File: src/design/adcsr_defines.svh
`ifndef ADCSR_DEFINES_SVH
`define ADCSR_DEFINES_SVH

// status word field positions
`define ADCSR_ST_ZERO       15
`define ADCSR_ST_BUSY       14
`define ADCSR_ST_CHAN_HI    13
`define ADCSR_ST_CHAN_LO    10
`define ADCSR_ST_PWR_HI     9
`define ADCSR_ST_PWR_LO     8
`define ADCSR_ST_RDSEL_HI   7
`define ADCSR_ST_RDSEL_LO   6
`define ADCSR_ST_IFMODE     5
`define ADCSR_ST_DONTCARE   4
`define ADCSR_ST_CALTYPE    3
`define ADCSR_ST_GRP_HI     2
`define ADCSR_ST_GRP_LO     1
`define ADCSR_ST_CALRUN     0
`define ADCSR_STATUS_RESET  16'h0000

// control word field positions, same layout as the status word
`define ADCSR_CT_CHAN_HI    13
`define ADCSR_CT_CHAN_LO    10
`define ADCSR_CT_PWR_HI     9
`define ADCSR_CT_PWR_LO     8
`define ADCSR_CT_RDSEL_HI   7
`define ADCSR_CT_RDSEL_LO   6
`define ADCSR_CT_IFMODE     5
`define ADCSR_CT_CALTYPE    3
`define ADCSR_CT_GRP_HI     2
`define ADCSR_CT_GRP_LO     1
`define ADCSR_CT_CALSTART   0

// read-select codes
`define ADCSR_RDSEL_CAL     2'h2
`define ADCSR_RDSEL_STATUS  2'h3

// calibration register indices, reset value, data mask and frame bit count
`define ADCSR_IDX_GAIN      4'h0
`define ADCSR_IDX_OFFSET    4'h1
`define ADCSR_IDX_DAC0      4'h2
`define ADCSR_IDX_LAST      4'h9
`define ADCSR_CAL_RESET     16'h0000
`define ADCSR_CAL_DATA_MASK 16'h3FFF
`define ADCSR_FRAME_BITS    5'h10

`endif

File: src/design/adcsr_pkg.sv
package adcsr_pkg;
	typedef enum logic [1:0]
	{
		ADCSR_GRP_ALL,
		ADCSR_GRP_GAIN_OFFSET,
		ADCSR_GRP_OFFSET,
		ADCSR_GRP_GAIN
	} adcsr_group_e;

	typedef logic [3:0]  adcsr_idx_t;
	typedef logic [15:0] adcsr_word_t;
endpackage

File: src/design/adcsr_shifter.sv
`timescale 1ns/1ps
`include "adcsr_defines.svh"

// 16-bit msb-first frame shifter toward the serial data output
module adcsr_shifter
	import adcsr_pkg::*;
(
	input  wire logic        sys_clk,
	input  wire logic        rst_b,
	input  wire logic        load,
	input  wire adcsr_word_t load_word,
	input  wire logic        shift_en,
	output logic             sdata,
	output logic             frame_busy
);
	adcsr_word_t shreg;
	adcsr_word_t next_shreg;
	logic [4:0]  left;
	logic [4:0]  next_left;

	// a new load replaces any frame still running
	always_comb
	begin
		next_shreg = shreg;
		next_left  = left;
		if (load)
		begin
			next_shreg = load_word;
			next_left  = `ADCSR_FRAME_BITS;
		end
		else if (shift_en && left != 5'h00)
		begin
			next_shreg = {shreg[14:0], 1'b0};
			next_left  = left - 5'h01;
		end
	end

	always_ff @(posedge sys_clk)
	begin
		if (!rst_b)
		begin
			shreg <= 16'h0000;
			left  <= 5'h00;
		end
		else
		begin
			shreg <= next_shreg;
			left  <= next_left;
		end
	end

	assign sdata      = (left != 5'h00) ? shreg[15] : 1'b0;
	assign frame_busy = (left != 5'h00);
endmodule

File: src/design/adcsr_regs.sv
`timescale 1ns/1ps
`include "adcsr_defines.svh"

module adcsr_regs
	import adcsr_pkg::*;
(
	input  wire logic        sys_clk,
	input  wire logic        rst_b,
	input  wire logic        ctrl_wr,
	input  wire adcsr_word_t ctrl_wdata,
	input  wire logic        cal_wr,
	input  wire adcsr_word_t cal_wdata,
	input  wire logic        rd_start,
	input  wire logic        read_done,
	input  wire logic        shift_en,
	input  wire logic        conv_busy,
	input  wire logic        cal_running,
	input  wire logic        eng_wr,
	input  wire adcsr_idx_t  eng_idx,
	input  wire adcsr_word_t eng_wdata,
	output logic             sdata,
	output logic             frame_busy,
	output adcsr_word_t      device_status_word,
	output adcsr_word_t      rd_word,
	output adcsr_idx_t       cal_ptr,
	output logic             cal_cmd,
	output logic             input_mode_sel,
	output logic [2:0]       chan_sel,
	output logic [1:0]       power_cfg,
	output logic             cal_type_sel,
	output logic             iface_two_wire,
	output logic [1:0]       read_select,
	output logic [1:0]       cal_group_sel
);
	////////////////////////////////////////////////////////////////////////////
	// helpers

	// first register of a group
	function automatic adcsr_idx_t first_idx(input logic [1:0] grp);
		first_idx = (adcsr_group_e'(grp) == ADCSR_GRP_OFFSET) ? `ADCSR_IDX_OFFSET
			: `ADCSR_IDX_GAIN;
	endfunction

	// last register of a group
	function automatic adcsr_idx_t last_idx(input logic [1:0] grp);
		case (adcsr_group_e'(grp))
			ADCSR_GRP_ALL:         last_idx = `ADCSR_IDX_LAST;
			ADCSR_GRP_GAIN_OFFSET: last_idx = `ADCSR_IDX_OFFSET;
			ADCSR_GRP_OFFSET:      last_idx = `ADCSR_IDX_OFFSET;
			ADCSR_GRP_GAIN:        last_idx = `ADCSR_IDX_GAIN;
			default:               last_idx = `ADCSR_IDX_GAIN;
		endcase
	endfunction

	// calibration frames come only from read-select 10
	function automatic logic sel_is_cal(input logic [1:0] rs);
		sel_is_cal = (rs == `ADCSR_RDSEL_CAL);
	endfunction

	////////////////////////////////////////////////////////////////////////////
	// control settings, mirrored into status except read_select and cal_cmd

	logic       next_input_mode_sel;
	logic [2:0] next_chan_sel;
	logic [1:0] next_power_cfg;
	logic       next_cal_type_sel;
	logic       next_iface_two_wire;
	logic [1:0] next_read_select;
	logic [1:0] next_cal_group_sel;
	logic       next_cal_cmd;

	// a control write loads all settings; interface mode drops after reads
	always_comb
	begin
		next_input_mode_sel = input_mode_sel;
		next_chan_sel       = chan_sel;
		next_power_cfg      = power_cfg;
		next_cal_type_sel   = cal_type_sel;
		next_iface_two_wire = iface_two_wire;
		next_read_select    = read_select;
		next_cal_group_sel  = cal_group_sel;
		next_cal_cmd        = cal_cmd; // held until the next control write
		if (read_done)
			next_iface_two_wire = 1'b0;
		if (ctrl_wr)
		begin
			next_input_mode_sel = ctrl_wdata[`ADCSR_CT_CHAN_HI];
			next_chan_sel       = ctrl_wdata[`ADCSR_CT_CHAN_HI-1:`ADCSR_CT_CHAN_LO];
			next_power_cfg      = ctrl_wdata[`ADCSR_CT_PWR_HI:`ADCSR_CT_PWR_LO];
			next_cal_type_sel   = ctrl_wdata[`ADCSR_CT_CALTYPE];
			// write wins over the clear so a two-wire host can keep it set
			next_iface_two_wire = ctrl_wdata[`ADCSR_CT_IFMODE];
			next_read_select    = ctrl_wdata[`ADCSR_CT_RDSEL_HI:`ADCSR_CT_RDSEL_LO];
			next_cal_group_sel  = ctrl_wdata[`ADCSR_CT_GRP_HI:`ADCSR_CT_GRP_LO];
			next_cal_cmd        = ctrl_wdata[`ADCSR_CT_CALSTART];
		end
	end

	// settings registers
	always_ff @(posedge sys_clk)
	begin
		if (!rst_b)
		begin
			input_mode_sel <= 1'b0;
			chan_sel       <= 3'h0;
			power_cfg      <= 2'h0;
			cal_type_sel   <= 1'b0;
			iface_two_wire <= 1'b0;
			read_select    <= 2'h0;
			cal_group_sel  <= 2'h0;
			cal_cmd        <= 1'b0;
		end
		else
		begin
			input_mode_sel <= next_input_mode_sel;
			chan_sel       <= next_chan_sel;
			power_cfg      <= next_power_cfg;
			cal_type_sel   <= next_cal_type_sel;
			iface_two_wire <= next_iface_two_wire;
			read_select    <= next_read_select;
			cal_group_sel  <= next_cal_group_sel;
			cal_cmd        <= next_cal_cmd;
		end
	end

	////////////////////////////////////////////////////////////////////////////
	// status word, built from live state; no write path exists

	logic busy_q;
	logic calrun_q;

	// busy flags registered so the status word stays a flop output
	always_ff @(posedge sys_clk)
	begin
		if (!rst_b)
		begin
			busy_q   <= 1'b0;
			calrun_q <= 1'b0;
		end
		else
		begin
			busy_q   <= conv_busy | cal_running;
			calrun_q <= cal_running;
		end
	end

	// status view: constants, mirrored settings and registered busy flags
	always_comb
	begin
		device_status_word = `ADCSR_STATUS_RESET;
		device_status_word[`ADCSR_ST_ZERO]     = 1'b0;
		device_status_word[`ADCSR_ST_BUSY]     = busy_q;
		device_status_word[`ADCSR_ST_CHAN_HI]  = input_mode_sel;
		device_status_word[`ADCSR_ST_CHAN_HI-1:`ADCSR_ST_CHAN_LO] = chan_sel;
		device_status_word[`ADCSR_ST_PWR_HI:`ADCSR_ST_PWR_LO] = power_cfg;
		device_status_word[`ADCSR_ST_RDSEL_HI] = 1'b1;
		device_status_word[`ADCSR_ST_RDSEL_LO] = 1'b1;
		device_status_word[`ADCSR_ST_IFMODE]   = iface_two_wire;
		device_status_word[`ADCSR_ST_DONTCARE] = 1'b0;
		device_status_word[`ADCSR_ST_CALTYPE]  = cal_type_sel;
		device_status_word[`ADCSR_ST_GRP_HI:`ADCSR_ST_GRP_LO] = cal_group_sel;
		device_status_word[`ADCSR_ST_CALRUN]   = calrun_q;
	end

	////////////////////////////////////////////////////////////////////////////
	// calibration register file and pointer

	adcsr_word_t cal_mem [0:9];
	adcsr_word_t next_cal_mem [0:9];
	adcsr_idx_t  next_cal_ptr;
	logic        cal_rd;
	logic        host_access;
	logic        host_step;
	logic        host_wr_ok;
	logic        ptr_at_end;
	adcsr_idx_t  grp_head;
	adcsr_idx_t  wr_head;

	// host accesses; a pending calibration command blocks host writes and pointer steps, reads still shift out
	assign cal_rd      = rd_start && sel_is_cal(read_select);
	assign host_access = cal_wr || cal_rd;
	assign host_step   = host_access && !cal_cmd;
	assign host_wr_ok  = cal_wr && !cal_cmd;

	// group ends and heads, decoded once for the pointer update
	assign ptr_at_end = (cal_ptr == last_idx(cal_group_sel));
	assign grp_head   = first_idx(cal_group_sel);
	assign wr_head    = first_idx(ctrl_wdata[`ADCSR_CT_GRP_HI:`ADCSR_CT_GRP_LO]);

	// pointer steps through the group, wraps to its head when done
	always_comb
	begin
		next_cal_ptr = cal_ptr;
		if (ctrl_wr)
			next_cal_ptr = wr_head;
		else if (host_step)
		begin
			if (ptr_at_end)
				next_cal_ptr = grp_head;
			else
				next_cal_ptr = cal_ptr + 4'h1;
		end
	end

	// engine writes take priority; the host is idle during calibration
	genvar gi;
	generate
		for (gi = 0; gi < 10; gi++)
		begin : g_cal
			always_comb
			begin
				next_cal_mem[gi] = cal_mem[gi];
				if (eng_wr && eng_idx == 4'(gi))
					next_cal_mem[gi] = eng_wdata & `ADCSR_CAL_DATA_MASK;
				else if (host_wr_ok && cal_ptr == 4'(gi))
					next_cal_mem[gi] = cal_wdata & `ADCSR_CAL_DATA_MASK;
			end

			always_ff @(posedge sys_clk)
			begin
				if (!rst_b)
					cal_mem[gi] <= `ADCSR_CAL_RESET;
				else
					cal_mem[gi] <= next_cal_mem[gi];
			end
		end
	endgenerate

	// pointer register; power-up points at gain
	always_ff @(posedge sys_clk)
	begin
		if (!rst_b)
			cal_ptr <= `ADCSR_IDX_GAIN;
		else
			cal_ptr <= next_cal_ptr;
	end

	////////////////////////////////////////////////////////////////////////////
	// read word selection and serial output

	adcsr_word_t next_rd_word;
	adcsr_word_t sel_word;
	adcsr_word_t cal_word;

	// word under the pointer; an index past the last register reads zero
	assign cal_word = (cal_ptr <= `ADCSR_IDX_LAST)
		? (cal_mem[cal_ptr] & `ADCSR_CAL_DATA_MASK) : 16'h0000;

	// status for 11, calibration for 10; other codes read zero here
	always_comb
	begin
		case (read_select)
			`ADCSR_RDSEL_STATUS: sel_word = device_status_word;
			`ADCSR_RDSEL_CAL:    sel_word = cal_word;
			default:             sel_word = 16'h0000;
		endcase
		next_rd_word = rd_start ? sel_word : rd_word;
	end

	// last latched frame word
	always_ff @(posedge sys_clk)
	begin
		if (!rst_b)
			rd_word <= 16'h0000;
		else
			rd_word <= next_rd_word;
	end

	adcsr_shifter u_shifter
	(
		.sys_clk    (sys_clk),
		.rst_b      (rst_b),
		.load       (rd_start),
		.load_word  (sel_word),
		.shift_en   (shift_en),
		.sdata      (sdata),
		.frame_busy (frame_busy)
	);
endmodule

File: config.mk
export PLATFORM = sky130hd
export DESIGN_NAME = adcsr_regs
export DESIGN_NICKNAME = d
export VERILOG_FILES = /design/src/design/adcsr_pkg.sv /design/src/design/adcsr_shifter.sv /design/src/design/adcsr_regs.sv
export VERILOG_INCLUDE_DIRS = /design/src /design/src/design
export SDC_FILE = /design/constraint.sdc
export NUM_CORES = 1
export LEC_CHECK = 0
export BUFFER_PORTS_ARGS = -buffer_cell sky130_fd_sc_hd__buf_2
export CORE_AREA = 2 2 166 168
export CTS_BUF_LIST = sky130_fd_sc_hd__clkbuf_4 sky130_fd_sc_hd__clkbuf_8 sky130_fd_sc_hd__clkbuf_16
export DETAILED_ROUTE_END_ITERATION = 8
export DIE_AREA = 0 0 168 170
export GPL_ROUTABILITY_DRIVEN = 1
export PLACE_DENSITY_LB_ADDON = 0.15
export SETUP_SLACK_MARGIN = 0.5
export SYNTH_ARGS = -nofsm -noshare
export SYNTH_HDL_FRONTEND = slang
export SYNTH_SLANG_ARGS = --single-unit
File: constraint.sdc
create_clock -name sys_clk -period 1.9 [get_ports sys_clk]
set_clock_uncertainty 0.1 [all_clocks]
set_input_delay 0.38 -clock sys_clk [delete_from_list [all_inputs] [get_ports sys_clk]]
set_output_delay 0.38 -clock sys_clk [all_outputs]
set_load 0.05 [all_outputs]
==> flow_summary.yaml <==
floorplan:
  die_w_um: 168
  start_util_pct: 39.74
  core_area_mm2: 0.02665
  fp-row-count: 60
  die_height_um: 170
  num_io_pins: 113
  dieArea_mm2: 0.02856
synth:
  async_flop_share_pct: 0
  ys_top_cells_by_count: "275 x nand2_1, 150 x a21oi_1, 140 x edfxtp_1"
  syn_inst: 1123
  synth.top_cell.area_share_pct: 39.70
  yosysSeqAreaShare_pct: 50.85
  syn_area_mm2: 0.01059
  synthTopCellsByArea: "edfxtp_1 40%, dfxtp_1 11%, nand2_1 9.7%, a21oi_1 7.1%, mux2i_1 6.7%"
  synth_area_per_cell_um2: 9.430
  synth_cell_types: 55
  synth_edf_count: 140
  synth_seq_cells: 199
  ys.flop_type: "edfxtp_1"
  yosysMostFrequentCell: "nand2_1"
  ys_warn_count: 0
  synth_area_leader_cell: "edfxtp_1"
outcome:
  status: "finished, violations left"
  violations: "setup timing"
clock_network:
  cts_buffer_depth: 2
  cts_tree: "yes"
  numCtsBuffers: 17
  htreeDepth: 4
  clk_pin_slew_worst_paths_ns: 0.08
  clk_latency_ns: 0.45
  hold_buffers: 0
  cts.sinks: 199
  cts-root-buf: "clkbuf_16"
global_route:
  grt-ovfl-total: 0
  grt_pass1_wl_um: 56250
  antenna_found_initial: 0
  grt_usage_pct: 26.30
  grt_max_degree: 45
  first_global_vias: 9292
timing:
  rsz0062_at_grt: "yes"
  timing.slew.headroom_pct: 34.88
  clock.fmax_mhz: 451.3
  layout_setup_ws_ns: -0.3157
  setup_violations: 22
  final.setup.tns_ns: -2.010
  slew_viol_final: 0
  finalHoldViolCount: 0
  tightest_slew_ns: 0.9733
  layout_worst_path_cycle_share_pct: 116.6
  post-route-min-period_ns: 2.216
pwr:
  intPower_mw: 7.816
  p_leak_nw: 5.750
  switching_power_mw: 3.243
  fin_total_pwr_mw: 11.06
  clock_power_share_pct: 34.4
  combPwrFrac_pct: 20.5
  ir_worst_vdd_mv: 0.4104
  p_seq_share_pct: 45.1
  power_density_mw_per_mm2: 697.5
  power_switching_share_pct: 29.33
critical_path:
  arrival_ns: 1.74
  crit_chain: "inv_2, ha_4, or4b_4, and2_4, buf_6"
  r2r_start: "u_shifter.left[0]$_SDFFE_PP0P_"
  cp_top_family: "simple AND/OR/NAND/NOR gates"
  critPathBufInv: 2
  cpPeakStageDelay_ns: 0.46
  worst_setup_path_end_kind: "primary output"
  crit_type: "reg2out"
  worstPathRequired_ns: 1.42
  critPathMaxFanout: 3
  cpMaxStageDelayCell: "or4b_4"
  worst_setup_path_start_kind: "register"
  worstSetupStartpoint: "u_shifter.left[0]$_SDFFE_PP0P_"
drt:
  drc: 0
  via_count: 9666
  dr.pass1.iters: 5
  wl_per_cell_um: 23.58
  ant_nets: 0
  dr.first_iter.drc_count: 719
  wl_um: 39130
  avgViaCountPerCell: 5.826
layout:
  final_area_mm2: 0.01585
  fin_nets: 1373
  final_core_util_pct: 59.49
  antenna_cells: 0
  drive_gt1_share_pct: 50.15
  area_growth_pct: 49.71
hold_path:
  hp-start: "cal_running"
  hold_path_class: "in2reg"
placement:
  port_buffers: 100
  dp_hpwl_um: 22650
  placed_area_mm2: 0.01230
  dpl_worst_slack_ns: -0.2243
  place_congestion: 0.7814
flow_run:
  cap_viol_max_count: 0
==> logic make-up after synthesis <==
family                     after synthesis  share of synthesized area, %
AOI/OAI and AO/OA                      261                         14.26
xor gates and xnor gates                 6                        0.4962
adders and majority gates                6                        0.7089
buffers and inverters                  141                         6.203
DFF                                    199                         50.85
muxes                                   88                         9.901
other                                    2                       0.07091
and+or+nand+nor                        420                         17.51
==> repair_timing <==
action	in CTS	in global routing
cloned	18	3
setup endpoints to repair	369	369
buffers inserted	49	24
gates resized for setup	252	300
pin swaps	57	61
==> stage by stage <==
| stage | instances | hold WS (ns) |
|---|---|---|
| 3_3_place_gp | 1533 | 0.3444 |
| 6_report | 1659 | 0.04801 |
| 5_1_grt | 1659 | 0.04229 |
| 2_1_floorplan | 1126 | 0.3393 |
| 4_1_cts | 1632 | 0.04318 |
| 3_5_place_dp | 1533 | 0.3439 |
==> flip-flops by register name, summed over array words and instances (netlist names), named ones only <==
register         flops
power_cfg            2
cal_group_sel        2
cal_ptr              4
cal_mem            140
iface_two_wire       1
u_shifter.shreg     16
calrun_q             1
cal_cmd              1
busy_q               1
u_shifter.left       5
input_mode_sel       1
cal_type_sel         1
chan_sel             3
rd_word             15
read_select          2
==> power groups by stage <==
| stage | clock [mW] | combinational, mW | sequential, mW |
|---|---|---|---|
| finish | 3.81 | 2.27 | 4.99 |
| global route | 4.01 | 2.37 | 5.01 |
| CTS | 3.82 | 1.98 | 4.98 |
| detailed placement | 0 | 1.61 | 5.08 |
| global placement | 0 | 1.60 | 5.07 |
| floorplan | 0 | 1.09 | 5.14 |
==> cells in the final DEF (no fill, tap or decap), types with 7 or more instances in the layout <==
| master | count |
|---|---|
| nand2_1 | 270 |
| edfxtp_1 | 140 |
| a21oi_2 | 108 |
| buf_4 | 101 |
| mux2i_1 | 64 |
| buf_2 | 55 |
| buf_8 | 44 |
| buf_6 | 35 |
| a21oi_1 | 30 |
| buf_12 | 29 |
| clkbuf_16 | 24 |
| nor2_1 | 22 |
| or3_4 | 21 |
| dfxtp_1 | 21 |
| dfxtp_4 | 19 |
| dfxtp_2 | 19 |
| nor2_4 | 18 |
| o21ai_1 | 18 |
| a22oi_2 | 14 |
| mux4_2 | 13 |
| inv_1 | 12 |
| and2_4 | 12 |
| a22oi_1 | 12 |
| a21oi_4 | 12 |
| o21ai_4 | 10 |
| and2_1 | 10 |
| nand3_1 | 9 |
| nor2_2 | 8 |
| a211oi_2 | 8 |
| a31oi_4 | 8 |
| nand3_2 | 7 |
| o21ai_2 | 7 |
| a2111oi_2 | 7 |
==> metal layers <==
layer | part of all wire (%) | track usage, % | wire length [µm] | vias to the layer above
met4 | 4.1 | 11.19 | 1608 | 0
li1 | - | - | - | 4336
met3 | 6.9 | 4.256 | 2695 | 103
met2 | 49 | 45.01 | 19260 | 454
met1 | 40 | 33.12 | 15560 | 4773
met5 | 0 | 0 | 0 | -
==> layout make-up <==
class | count | area (µm²)
Sequential cell | 199 | 5480
Inverter | 16 | 70.07
Multi-Input combinational cell | 797 | 6354
Tap cell | 341 | 426.7
Clock inverter | 14 | 163.9
Fill cell | 2137 | 10800
Timing Repair Buffer | 274 | 2927
Clock buffer | 18 | 432.9
==> worst paths after layout <==
check | slack [ns] | cells after the start | to
setup / recovery | -0.32 | 5 | sdata
hold / removal | 0.05 | 2 | calrun_q$_SDFF_PN0_
setup reg to reg | -0.15 | 9 | u_shifter.shreg[11]$_SDFFE_PN0P_
hold reg to reg | 0.37 | 2 | u_shifter.shreg[0]$_SDFFE_PN0P_
==> worst register-to-register path, stage by stage (launching register included) <==
cell and delay, ns:
dfxtp_2 0.34, inv_2 0.07, ha_4 0.12, or4b_4 0.46, buf_4 0.15, buf_6 0.13, buf_12 0.15, a31oi_4 0.21
a211oi_2 0.06, nor3_2 0.20
(Power assumes the default switching activity.)
